===== src/ips_consts.svh =====
/*
 * Named constants of the IO-first power and reset sequence.
 * Assumes a 50 MHz reference clock; the millisecond and microsecond times convert to cycles with it, the edge and init counts are fixed.
 */
`ifndef IPS_CONSTS_SVH
`define IPS_CONSTS_SVH

`define IPS_CLK_MHZ        50
`define IPS_T_RAMP_MS      20
`define IPS_T_STEP_MS      100
`define IPS_T_STAB_US      100
`define IPS_T_INIT_US      16
`define IPS_POR_FULL_EDGES 24
`define IPS_CFG_SETUP      12
`define IPS_CFG_HOLD       12
`define IPS_INIT_MIN       10000
`define IPS_INIT_MAX       50000
`define IPS_CFG_W          16
`define IPS_CNT_W          23
`define IPS_ICNT_W         16
`define IPS_CNT_ZERO       23'h00_0000
`define IPS_ICNT_ZERO      16'h0000
`define IPS_CFG_ZERO       16'h0000

`endif


===== src/ips_pkg.sv =====
/*
 * Types shared by both ends of the power and reset sequence.
 * Assumes ips_consts.svh is on the include path.
 */
`include "ips_consts.svh"

package ips_pkg;

   // Board sequencer phases.
   typedef enum logic [3:0] {
      SEQ_IDLE, SEQ_RAMP_1V8, SEQ_RAMP_SCAL, SEQ_RAMP_FIXED, SEQ_RAMP_1V5,
      SEQ_STAB, SEQ_INIT, SEQ_POR_HIGH, SEQ_CFG_HOLD, SEQ_WAIT_STAT,
      SEQ_DONE, SEQ_FAULT
   } ips_seq_state_type;

   // Device reset phases.
   typedef enum logic [2:0] {
      DEV_NO_IO, DEV_POR_HOLD, DEV_WAIT_FULL, DEV_FUSE_SCAN, DEV_READY
   } ips_dev_state_type;

endpackage


===== src/ips_if.sv =====
/*
 * Board-level wires between the power sequencer and the processor.
 * Assumes both ends share i_ref_clk; the testbench instantiates it.
 */
`timescale 1ns/1ns
`include "ips_consts.svh"

interface ips_if;
   logic                  io_supply_1v8_ok;
   logic                  core_scalable_supply_ok;
   logic                  clk_run;
   logic                  por_n;
   logic                  warm_reset_n;
   logic                  full_reset_in_n;
   logic [`IPS_CFG_W-1:0] boot_cfg;
   logic                  boot_cfg_oe;
   logic                  reset_status_out;

   // Processor end.
   modport dev (
      input  io_supply_1v8_ok,
      input  core_scalable_supply_ok,
      input  clk_run,
      input  por_n,
      input  warm_reset_n,
      input  full_reset_in_n,
      input  boot_cfg,
      input  boot_cfg_oe,
      output reset_status_out
   );

   // Board sequencer end.
   modport seq (
      output io_supply_1v8_ok,
      output core_scalable_supply_ok,
      output clk_run,
      output por_n,
      output warm_reset_n,
      output full_reset_in_n,
      output boot_cfg,
      output boot_cfg_oe,
      input  reset_status_out
   );
endinterface


===== src/ips_sequencer.sv =====
/*
 * Board end: orders the supply rails, enables the clocks and times the
 * power-on reset, full reset and boot straps by counting clock edges.
 * Assumes rail power-good inputs synchronous to i_ref_clk.
 */
`timescale 1ns/1ns
`include "ips_consts.svh"

module ips_sequencer #(
   parameter int RAMP_CYCLES = `IPS_T_RAMP_MS * `IPS_CLK_MHZ * 1000,
   parameter int STEP_CYCLES = `IPS_T_STEP_MS * `IPS_CLK_MHZ * 1000,
   parameter int STAB_CYCLES = `IPS_T_STAB_US * `IPS_CLK_MHZ,
   parameter int STAT_CYCLES = `IPS_INIT_MAX
) (
   // Clock and reset.
   input  wire logic                  i_ref_clk,
   input  wire logic                  i_rst_n,
   // Control.
   input  wire logic                  i_start,
   input  wire logic [`IPS_CFG_W-1:0] i_boot_cfg,
   // Rail power-good inputs.
   input  wire logic                  i_pg_io_1v8,
   input  wire logic                  i_pg_core_scal,
   input  wire logic                  i_pg_core_fixed,
   input  wire logic                  i_pg_io_1v5,
   // Rail enables.
   output logic                       o_en_io_1v8,
   output logic                       o_en_core_scal,
   output logic                       o_en_core_fixed,
   output logic                       o_en_io_1v5,
   output logic                       o_clk_drv_en,
   // Status.
   output logic                       o_done,
   output logic                       o_fault,
   // Device link.
   ips_if.seq                         link
);

   localparam int INIT_CYCLES = `IPS_T_INIT_US * `IPS_CLK_MHZ;

   typedef struct packed {
      ips_pkg::ips_seq_state_type st;
      logic [`IPS_CNT_W-1:0]      cnt;
      logic                       en_1v8;
      logic                       en_scal;
      logic                       en_fixed;
      logic                       en_1v5;
      logic                       clk_en;
      logic                       por_n;
      logic                       warm_n;
      logic                       full_n;
      logic                       cfg_oe;
      logic [`IPS_CFG_W-1:0]      cfg;
      logic                       done;
      logic                       fault;
   } ips_seq_reg_type;

   ips_seq_reg_type seq_r;
   ips_seq_reg_type seq_nxt;
   logic            cnt_hit_ramp;
   logic            cnt_hit_step;

   // Timeout comparisons shared by the rail states.
   assign cnt_hit_ramp = seq_r.cnt == `IPS_CNT_W'(RAMP_CYCLES - 1);
   assign cnt_hit_step = seq_r.cnt == `IPS_CNT_W'(STEP_CYCLES - 1);

   // Next-state logic of the power-up sequence.
   always_comb begin
      seq_nxt     = seq_r;
      seq_nxt.cnt = seq_r.cnt + 1'b1;
      unique case (seq_r.st)
         ips_pkg::SEQ_IDLE: begin
            seq_nxt.cnt = `IPS_CNT_ZERO;
            if (i_start) begin
               seq_nxt.en_1v8 = 1'b1;
               seq_nxt.st     = ips_pkg::SEQ_RAMP_1V8;
            end
         end
         ips_pkg::SEQ_RAMP_1V8: begin
            if (i_pg_io_1v8) begin
               // Straps and warm reset wait for the IO rail.
               seq_nxt.warm_n  = 1'b1;
               seq_nxt.cfg_oe  = 1'b1;
               seq_nxt.en_scal = 1'b1;
               seq_nxt.cnt     = `IPS_CNT_ZERO;
               seq_nxt.st      = ips_pkg::SEQ_RAMP_SCAL;
            end else if (cnt_hit_ramp) begin
               seq_nxt.st = ips_pkg::SEQ_FAULT;
            end
         end
         ips_pkg::SEQ_RAMP_SCAL: begin
            if (i_pg_core_scal) begin
               // Fixed core rail only after the scalable one is valid,
               // so it can never overtake it.
               seq_nxt.en_fixed = 1'b1;
               seq_nxt.clk_en   = 1'b1;
               seq_nxt.cnt      = `IPS_CNT_ZERO;
               seq_nxt.st       = ips_pkg::SEQ_RAMP_FIXED;
            end else if (cnt_hit_step) begin
               seq_nxt.st = ips_pkg::SEQ_FAULT;
            end
         end
         ips_pkg::SEQ_RAMP_FIXED: begin
            if (i_pg_core_fixed) begin
               seq_nxt.en_1v5 = 1'b1;
               seq_nxt.cnt    = `IPS_CNT_ZERO;
               seq_nxt.st     = ips_pkg::SEQ_RAMP_1V5;
            end else if (cnt_hit_ramp) begin
               seq_nxt.st = ips_pkg::SEQ_FAULT;
            end
         end
         ips_pkg::SEQ_RAMP_1V5: begin
            if (i_pg_io_1v5) begin
               seq_nxt.cnt = `IPS_CNT_ZERO;
               seq_nxt.st  = ips_pkg::SEQ_STAB;
            end else if (cnt_hit_ramp) begin
               seq_nxt.st = ips_pkg::SEQ_FAULT;
            end
         end
         ips_pkg::SEQ_STAB: begin
            if (seq_r.cnt == `IPS_CNT_W'(STAB_CYCLES - 1)) begin
               seq_nxt.cnt = `IPS_CNT_ZERO;
               seq_nxt.st  = ips_pkg::SEQ_INIT;
            end
         end
         ips_pkg::SEQ_INIT: begin
            // Clock already runs here, so the device sees its periods.
            if (seq_r.cnt == `IPS_CNT_W'(INIT_CYCLES - 1)) begin
               seq_nxt.por_n = 1'b1;
               seq_nxt.cnt   = `IPS_CNT_ZERO;
               seq_nxt.st    = ips_pkg::SEQ_POR_HIGH;
            end
         end
         ips_pkg::SEQ_POR_HIGH: begin
            // Straps have stood since the IO rail, far beyond the setup.
            if (seq_r.cnt == `IPS_CNT_W'(`IPS_POR_FULL_EDGES - 1)) begin
               seq_nxt.full_n = 1'b1;
               seq_nxt.cnt    = `IPS_CNT_ZERO;
               seq_nxt.st     = ips_pkg::SEQ_CFG_HOLD;
            end
         end
         ips_pkg::SEQ_CFG_HOLD: begin
            if (seq_r.cnt == `IPS_CNT_W'(`IPS_CFG_HOLD - 1)) begin
               seq_nxt.cfg_oe = 1'b0;
               seq_nxt.st     = ips_pkg::SEQ_WAIT_STAT;
            end
         end
         ips_pkg::SEQ_WAIT_STAT: begin
            // Count runs on from the full reset rise.
            if (link.reset_status_out) begin
               seq_nxt.done = 1'b1;
               seq_nxt.st   = ips_pkg::SEQ_DONE;
            end else if (seq_r.cnt == `IPS_CNT_W'(STAT_CYCLES - 1)) begin
               seq_nxt.st = ips_pkg::SEQ_FAULT;
            end
         end
         ips_pkg::SEQ_DONE: begin
            seq_nxt.cnt = `IPS_CNT_ZERO;
         end
         ips_pkg::SEQ_FAULT: begin
            // A failed rail pulls power-on reset and full reset low and shuts
            // the rails, leaving the part held in reset.
            seq_nxt           = '0;
            seq_nxt.st        = ips_pkg::SEQ_FAULT;
            seq_nxt.fault     = 1'b1;
         end
      endcase
      // Straps leave through a register so the pins never follow a
      // glitch on the control input; they read zero while not driven.
      seq_nxt.cfg = seq_nxt.cfg_oe ? i_boot_cfg : `IPS_CFG_ZERO;
   end

   // State register.
   always_ff @(posedge i_ref_clk) begin
      if (!i_rst_n) begin
         seq_r    <= '0;
         seq_r.st <= ips_pkg::SEQ_IDLE;
      end else begin
         seq_r <= seq_nxt;
      end
   end

   // Outputs straight from the state register, except the two rail-valid link signals gated by power-good.
   assign o_en_io_1v8                  = seq_r.en_1v8;
   assign o_en_core_scal               = seq_r.en_scal;
   assign o_en_core_fixed              = seq_r.en_fixed;
   assign o_en_io_1v5                  = seq_r.en_1v5;
   assign o_clk_drv_en                 = seq_r.clk_en;
   assign o_done                       = seq_r.done;
   assign o_fault                      = seq_r.fault;
   assign link.io_supply_1v8_ok        = i_pg_io_1v8 & seq_r.en_1v8;
   assign link.core_scalable_supply_ok = i_pg_core_scal & seq_r.en_scal;
   assign link.clk_run                 = seq_r.clk_en;
   assign link.por_n                   = seq_r.por_n;
   assign link.warm_reset_n            = seq_r.warm_n;
   assign link.full_reset_in_n         = seq_r.full_n;
   assign link.boot_cfg                = seq_r.cfg;
   assign link.boot_cfg_oe             = seq_r.cfg_oe;

endmodule


===== src/flat_wrapper.sv =====
// flat-port wrapper written by rule: the top's interface ports become plain ports
module ips_sequencer_flat 
#(
   parameter int RAMP_CYCLES = `IPS_T_RAMP_MS * `IPS_CLK_MHZ * 1000,
   parameter int STEP_CYCLES = `IPS_T_STEP_MS * `IPS_CLK_MHZ * 1000,
   parameter int STAB_CYCLES = `IPS_T_STAB_US * `IPS_CLK_MHZ,
   parameter int STAT_CYCLES = `IPS_INIT_MAX
)
  (i_ref_clk, i_rst_n, i_start, i_boot_cfg, i_pg_io_1v8, i_pg_core_scal, i_pg_core_fixed, i_pg_io_1v5, o_en_io_1v8, o_en_core_scal, o_en_core_fixed, o_en_io_1v5, o_clk_drv_en, o_done, o_fault, link_io_supply_1v8_ok, link_core_scalable_supply_ok, link_clk_run, link_por_n, link_warm_reset_n, link_full_reset_in_n, link_boot_cfg, link_boot_cfg_oe, link_reset_status_out);
  ips_if link_i ();
  input  wire logic i_ref_clk;
  input  wire logic i_rst_n;
  input  wire logic i_start;
  input  wire logic [`IPS_CFG_W-1:0] i_boot_cfg;
  input  wire logic i_pg_io_1v8;
  input  wire logic i_pg_core_scal;
  input  wire logic i_pg_core_fixed;
  input  wire logic i_pg_io_1v5;
  output logic o_en_io_1v8;
  output logic o_en_core_scal;
  output logic o_en_core_fixed;
  output logic o_en_io_1v5;
  output logic o_clk_drv_en;
  output logic o_done;
  output logic o_fault;
  output wire logic [$bits(link_i.io_supply_1v8_ok)-1:0] link_io_supply_1v8_ok;
  output wire logic [$bits(link_i.core_scalable_supply_ok)-1:0] link_core_scalable_supply_ok;
  output wire logic [$bits(link_i.clk_run)-1:0] link_clk_run;
  output wire logic [$bits(link_i.por_n)-1:0] link_por_n;
  output wire logic [$bits(link_i.warm_reset_n)-1:0] link_warm_reset_n;
  output wire logic [$bits(link_i.full_reset_in_n)-1:0] link_full_reset_in_n;
  output wire logic [$bits(link_i.boot_cfg)-1:0] link_boot_cfg;
  output wire logic [$bits(link_i.boot_cfg_oe)-1:0] link_boot_cfg_oe;
  input wire logic [$bits(link_i.reset_status_out)-1:0] link_reset_status_out;
  assign link_io_supply_1v8_ok = link_i.io_supply_1v8_ok;
  assign link_core_scalable_supply_ok = link_i.core_scalable_supply_ok;
  assign link_clk_run = link_i.clk_run;
  assign link_por_n = link_i.por_n;
  assign link_warm_reset_n = link_i.warm_reset_n;
  assign link_full_reset_in_n = link_i.full_reset_in_n;
  assign link_boot_cfg = link_i.boot_cfg;
  assign link_boot_cfg_oe = link_i.boot_cfg_oe;
  assign link_i.reset_status_out = link_reset_status_out;
  ips_sequencer #(.RAMP_CYCLES(RAMP_CYCLES), .STEP_CYCLES(STEP_CYCLES), .STAB_CYCLES(STAB_CYCLES), .STAT_CYCLES(STAT_CYCLES)) u_core (.i_ref_clk(i_ref_clk), .i_rst_n(i_rst_n), .i_start(i_start), .i_boot_cfg(i_boot_cfg), .i_pg_io_1v8(i_pg_io_1v8), .i_pg_core_scal(i_pg_core_scal), .i_pg_core_fixed(i_pg_core_fixed), .i_pg_io_1v5(i_pg_io_1v5), .o_en_io_1v8(o_en_io_1v8), .o_en_core_scal(o_en_core_scal), .o_en_core_fixed(o_en_core_fixed), .o_en_io_1v5(o_en_io_1v5), .o_clk_drv_en(o_clk_drv_en), .o_done(o_done), .o_fault(o_fault), .link(link_i));
endmodule

===== config.mk =====
export PLATFORM = sky130hd
export DESIGN_NAME = ips_sequencer_flat
export DESIGN_NICKNAME = d
export VERILOG_FILES = /design/src/ips_pkg.sv /design/src/ips_if.sv /design/src/ips_sequencer.sv /design/src/flat_wrapper.sv
export VERILOG_INCLUDE_DIRS = /design/src
export SDC_FILE = /design/constraint.sdc
export NUM_CORES = 1
export LEC_CHECK = 0
export BUFFER_PORTS_ARGS = -buffer_cell sky130_fd_sc_hd__buf_2
export CORE_UTILIZATION = 59
export DETAILED_ROUTE_END_ITERATION = 8
export PLACE_DENSITY = 0.84
export SYNTH_ARGS = -nofsm -noshare
export SYNTH_HDL_FRONTEND = slang
export SYNTH_SLANG_ARGS = --single-unit

===== constraint.sdc =====
create_clock -name i_ref_clk -period 5.9 [get_ports i_ref_clk]
set_input_delay 0.59 -clock i_ref_clk [delete_from_list [all_inputs] [get_ports i_ref_clk]]
set_output_delay 0.59 -clock i_ref_clk [all_outputs]
set_load 0.02 [all_outputs]

==> results.sh <==
export IMPL_drt_vias_per_instance=5.78
export IMPL_wl_per_cell_um=14.4
export IMPL_synth_edff_count=0
export IMPL_synth_top_area_cell="dfxtp_1"
export IMPL_average_instance_area_after_synthesis_um2=8.61
export IMPL_main_synth_ff_type="dfxtp_1"
export IMPL_timing_critical_path_to="u_core.seq_r[41]"
export IMPL_cts_made_buffers=5
export IMPL_worst_path_buf_inv=0
export IMPL_min_period_over_period_pct=47.6
export IMPL_post_synth_and_or_nand_nor_area_fraction_pct=33.2
export IMPL_placementRows=24
export IMPL_route_detailed_drc=0
export IMPL_synth_sequential_area_ratio_pct=37.5
export IMPL_grt_overflow_total=0
export IMPL_ant_diodes=0
export IMPL_worst_pin_slew_ns=0.877
export IMPL_die_x_um=70.6
export IMPL_yosys_warnings=0
export IMPL_ffs_latches_synth=52
export IMPL_routed_wirelength_um=5730
export IMPL_vdd_drop_max_v=0.000195
export IMPL_globalRouteTotalUtil_pct=23.7
export IMPL_yosys_mux_area_fraction_pct=0.722
export IMPL_critical_path_reg2reg_startpoint="u_core.seq_r[45]"
export IMPL_crit_path_cell_trace="or4_4, nor4_4, nand4_1, a31o_2, o31ai_4, nor2_1"
export IMPL_path_depth=6
export IMPL_ys_async_sr_fraction_pct=0
export IMPL_final_nets=371
export IMPL_yosys_area_top_type_share_pct=37.5
export IMPL_final_core_utilization_pct=65.8
export IMPL_slew_viol_final=0
export IMPL_detailedRoute_firstPassIterationCount=4
export IMPL_cts_htree_levels=2
export IMPL_areaGrowthSynthToFinish_pct=5.46
export IMPL_worst_setup_path_type="reg2reg"
export IMPL_cts_repair_resized=0
export IMPL_ys_top_cells_by_area="dfxtp_1 (38%), nor2_1 (6.2%), buf_4 (6.0%)"
export IMPL_maxCapViolations=0
export IMPL_r2r_end="u_core.seq_r[41]"
export IMPL_summed_negative_setup_slack_over_all_endpoints_ns=0
export IMPL_timing_critical_path_to_type="register"
export IMPL_final_critical_path_required_period_ns=2.81
export IMPL_critical_path_max_stage_delay_ns=0.78
export IMPL_drt_initial_drc_count=140
export IMPL_worst_r2r_setup_slack_ns=3.09
export IMPL_unrepaired_setup_endpoints_after_global_routing="false"
export IMPL_number_of_cells_traversed_by_the_worst_register_to_register_path=6
export IMPL_achievable_clock_frequency_ghz=0.356
export IMPL_placed_wire_length_estimate_um=4180
export IMPL_root_buffer="clkbuf_8"
export IMPL_max_clock_path_buffers=2
export IMPL_clkSinkCount=52
export IMPL_mappedNetlistNets=347
export IMPL_antenna_found_initial=0
export IMPL_die_h_um=70.6
export IMPL_clock_tree_from_tritoncts="yes"
export IMPL_final_setup_violations=0
export IMPL_critPathMaxFanout=23
export IMPL_floorplan_initialDensity_pct=62.4
export IMPL_num_vias=2307
export IMPL_die_area_mm2=0.00498
export IMPL_ant_nets=0
export IMPL_final_setup_skew_ns=0.00931
export IMPL_post_synth_fa_ha_maj_area_fraction_pct=0.451
export IMPL_ys_types=58
export IMPL_ios=54
export IMPL_slowest_cell_on_crit_path="o31ai_4"
export IMPL_max_slew_margin_rel_pct=41.5
export IMPL_nFillCells=377
export IMPL_setup_worst_path_start="u_core.seq_r[45]"
export IMPL_critPathLaunchType="register"
export IMPL_gp_routability_congestion=0.836
export IMPL_worstPathRequired_ns=6.07
export IMPL_timing_hold_worst_class="reg2reg"
export IMPL_yosys_area_share_xor_xnor_pct=6.63
export IMPL_first_global_vias=2126
export IMPL_synth_compound_gate_area_share_pct=10.5
export IMPL_netlist_area_mm2=0.00277
export IMPL_finalHoldWorstSlack_ns=0.449
export IMPL_clock_transition_at_the_registers_of_the_reported_paths_ns=0.10
export IMPL_gate_family_responsible_for_the_most_delay_along_the_worst_path="simple AND/OR/NAND/NOR gates"
export IMPL_portBuffers=53
export IMPL_drive_gt1_share_pct=23.1
export IMPL_run_status="completed"
export IMPL_grt_first_pass_wirelength_um=9380
export IMPL_worst_ep_arrival_time_ns=2.98
export IMPL_post_cts_buffers=0
export IMPL_dominant_combinational_cell_family_by_area_after_synthesis="simple AND/OR/NAND/NOR gates"
export IMPL_power_per_cell_area_mw_per_mm2=240
export IMPL_synth_cells=322
export IMPL_timing_final_hold_violations=0
export IMPL_static_leakage_power_nw=1.17
export IMPL_post_layout_total_power_uw=702
export IMPL_cts_hold_repair_buffers=0
export IMPL_core_outline_area_mm2=0.00444
export IMPL_pin_count_of_the_biggest_net_entering_global_routing=24
export IMPL_clock_insertion_delay_worst_skew_ns=0.32
[per-stage QoR]
step | setup WS (ns) | cell area, µm² | std cells
3_5_place_dp | 3.08 | 2830 | 391
6_report | 3.09 | 2930 | 399
3_3_place_gp | 3.13 | 2830 | 391
2_1_floorplan | 3.58 | 2770 | 322
5_1_grt | 2.83 | 2930 | 399
4_1_cts | 3.06 | 2930 | 399
[layout by cell type (no fill, tap or decap), drive strengths merged, types with 2 or more instances in the layout]
cell    netlist  final
buf          27     53
dfxtp        52     52
nor2         46     46
nand2        23     23
and2         20     20
nand3        13     13
a21oi        12     12
xor2         11     11
xnor2        10     10
inv           7     10
nand4         9      9
a31oi         9      9
nor3          9      9
and3          7      7
nor4          7      7
clkbuf        8      5
nor2b         4      4
o21ai         4      4
and4          4      4
o22ai         3      3
or3           3      3
nor4b         3      3
or4           2      2
a32oi         2      2
a31o          2      2
nand2b        2      2
mux2i         2      2
o31ai         2      2
and4b         2      2
a211oi        2      2
[logic make-up (layout without fill, tap and decap cells)]
group | count (synthesis) | in the layout
AOI/OAI and AO/OA | 42 | 42
xor gates and xnor gates | 21 | 21
adders and majority gates | 1 | 1
buffers and inverters | 44 | 69
DFF | 52 | 52
muxes | 2 | 2
and+or+nand+nor | 160 | 160
[worst reg2reg max path, cell delays in order, from the launching register on]
cell,delay [ns]
dfxtp_1,0.37
or4_4,0.58
nor4_4,0.32
nand4_1,0.17
a31o_2,0.33
o31ai_4,0.78
nor2_1,0.13
[registers in the layout (all words and copies together) (netlist names)]
name	cells
u_core.o_en_io_1v8	1
u_core.o_done	1
u_core.link.clk_run	1
u_core.link.boot_cfg_oe	1
u_core.link.por_n	1
u_core.seq_r	27
u_core.link.warm_reset_n	1
u_core.link.full_reset_in_n	1
u_core.link.boot_cfg	16
u_core.o_en_io_1v5	1
u_core.o_fault	1
[routing by layer]
| layer | GRT usage, % | share of wire, % | up-vias |
|---|---|---|---|
| li1 | - | - | 1153 |
| met1 | 29.4 | 43 | 1057 |
| met2 | 39.7 | 47 | 88 |
| met3 | 5.41 | 7.8 | 9 |
| met4 | 10.7 | 1.6 | 0 |
| met5 | 0 | 0 | - |
[cell usage after synthesis, types with 2 or more instances]
library cell,number
nor2_1,46
buf_6,5
a31o_2,2
nor3_1,8
a21oi_1,12
nand2b_1,2
clkbuf_1,6
nand3_1,13
nor4_4,2
nand4_1,9
nand2_1,23
nor4_1,5
buf_4,22
and3_1,6
and2_1,19
nor4b_1,2
a31oi_1,9
dfxtp_1,52
xnor2_1,10
o21ai_0,4
and4_1,3
a32oi_1,2
inv_1,7
mux2i_1,2
o22ai_1,3
or3_4,2
xor2_1,11
nor2b_1,4
or4_4,2
[power breakdown]
group / internal (mW) / switching [mW] / leakage [nW] / total (mW)
clock: 0.0897 / 0.130 / 0.0511 / 0.220
combinational: 0.0391 / 0.0638 / 0.693 / 0.103
sequential: 0.364 / 0.0149 / 0.422 / 0.379
[layout make-up]
type / count / area (µm²) / area share [%]
inverters: 8 / 30.0 / 1.03
clock inverters: 3 / 28.8 / 0.984
multi-input cells: 226 / 1430 / 48.8
clock buffers: 5 / 68.8 / 2.35
well taps: 52 / 65.1 / 2.22
repair buffers: 53 / 265 / 9.07
flip-flops and latches: 52 / 1040 / 35.6
[worst min path at each step]
| stage | startpoint | to | slack (ns) | cells after the start |
|---|---|---|---|---|
| floorplan | u_core.seq_r[27] | u_core.seq_r[27] | 0.41 | 1 |
| global placement | u_core.seq_r[27] | u_core.seq_r[27] | 0.42 | 1 |
| detailed placement | u_core.seq_r[27] | u_core.seq_r[27] | 0.44 | 1 |
| CTS | i_boot_cfg[15] | u_core.link.boot_cfg[15] | 0.46 | 2 |
| global route | i_boot_cfg[1] | u_core.link.boot_cfg[1] | 0.45 | 2 |
| finish | u_core.seq_r[27] | u_core.seq_r[27] | 0.45 | 1 |
(Power assumes the default switching activity.)
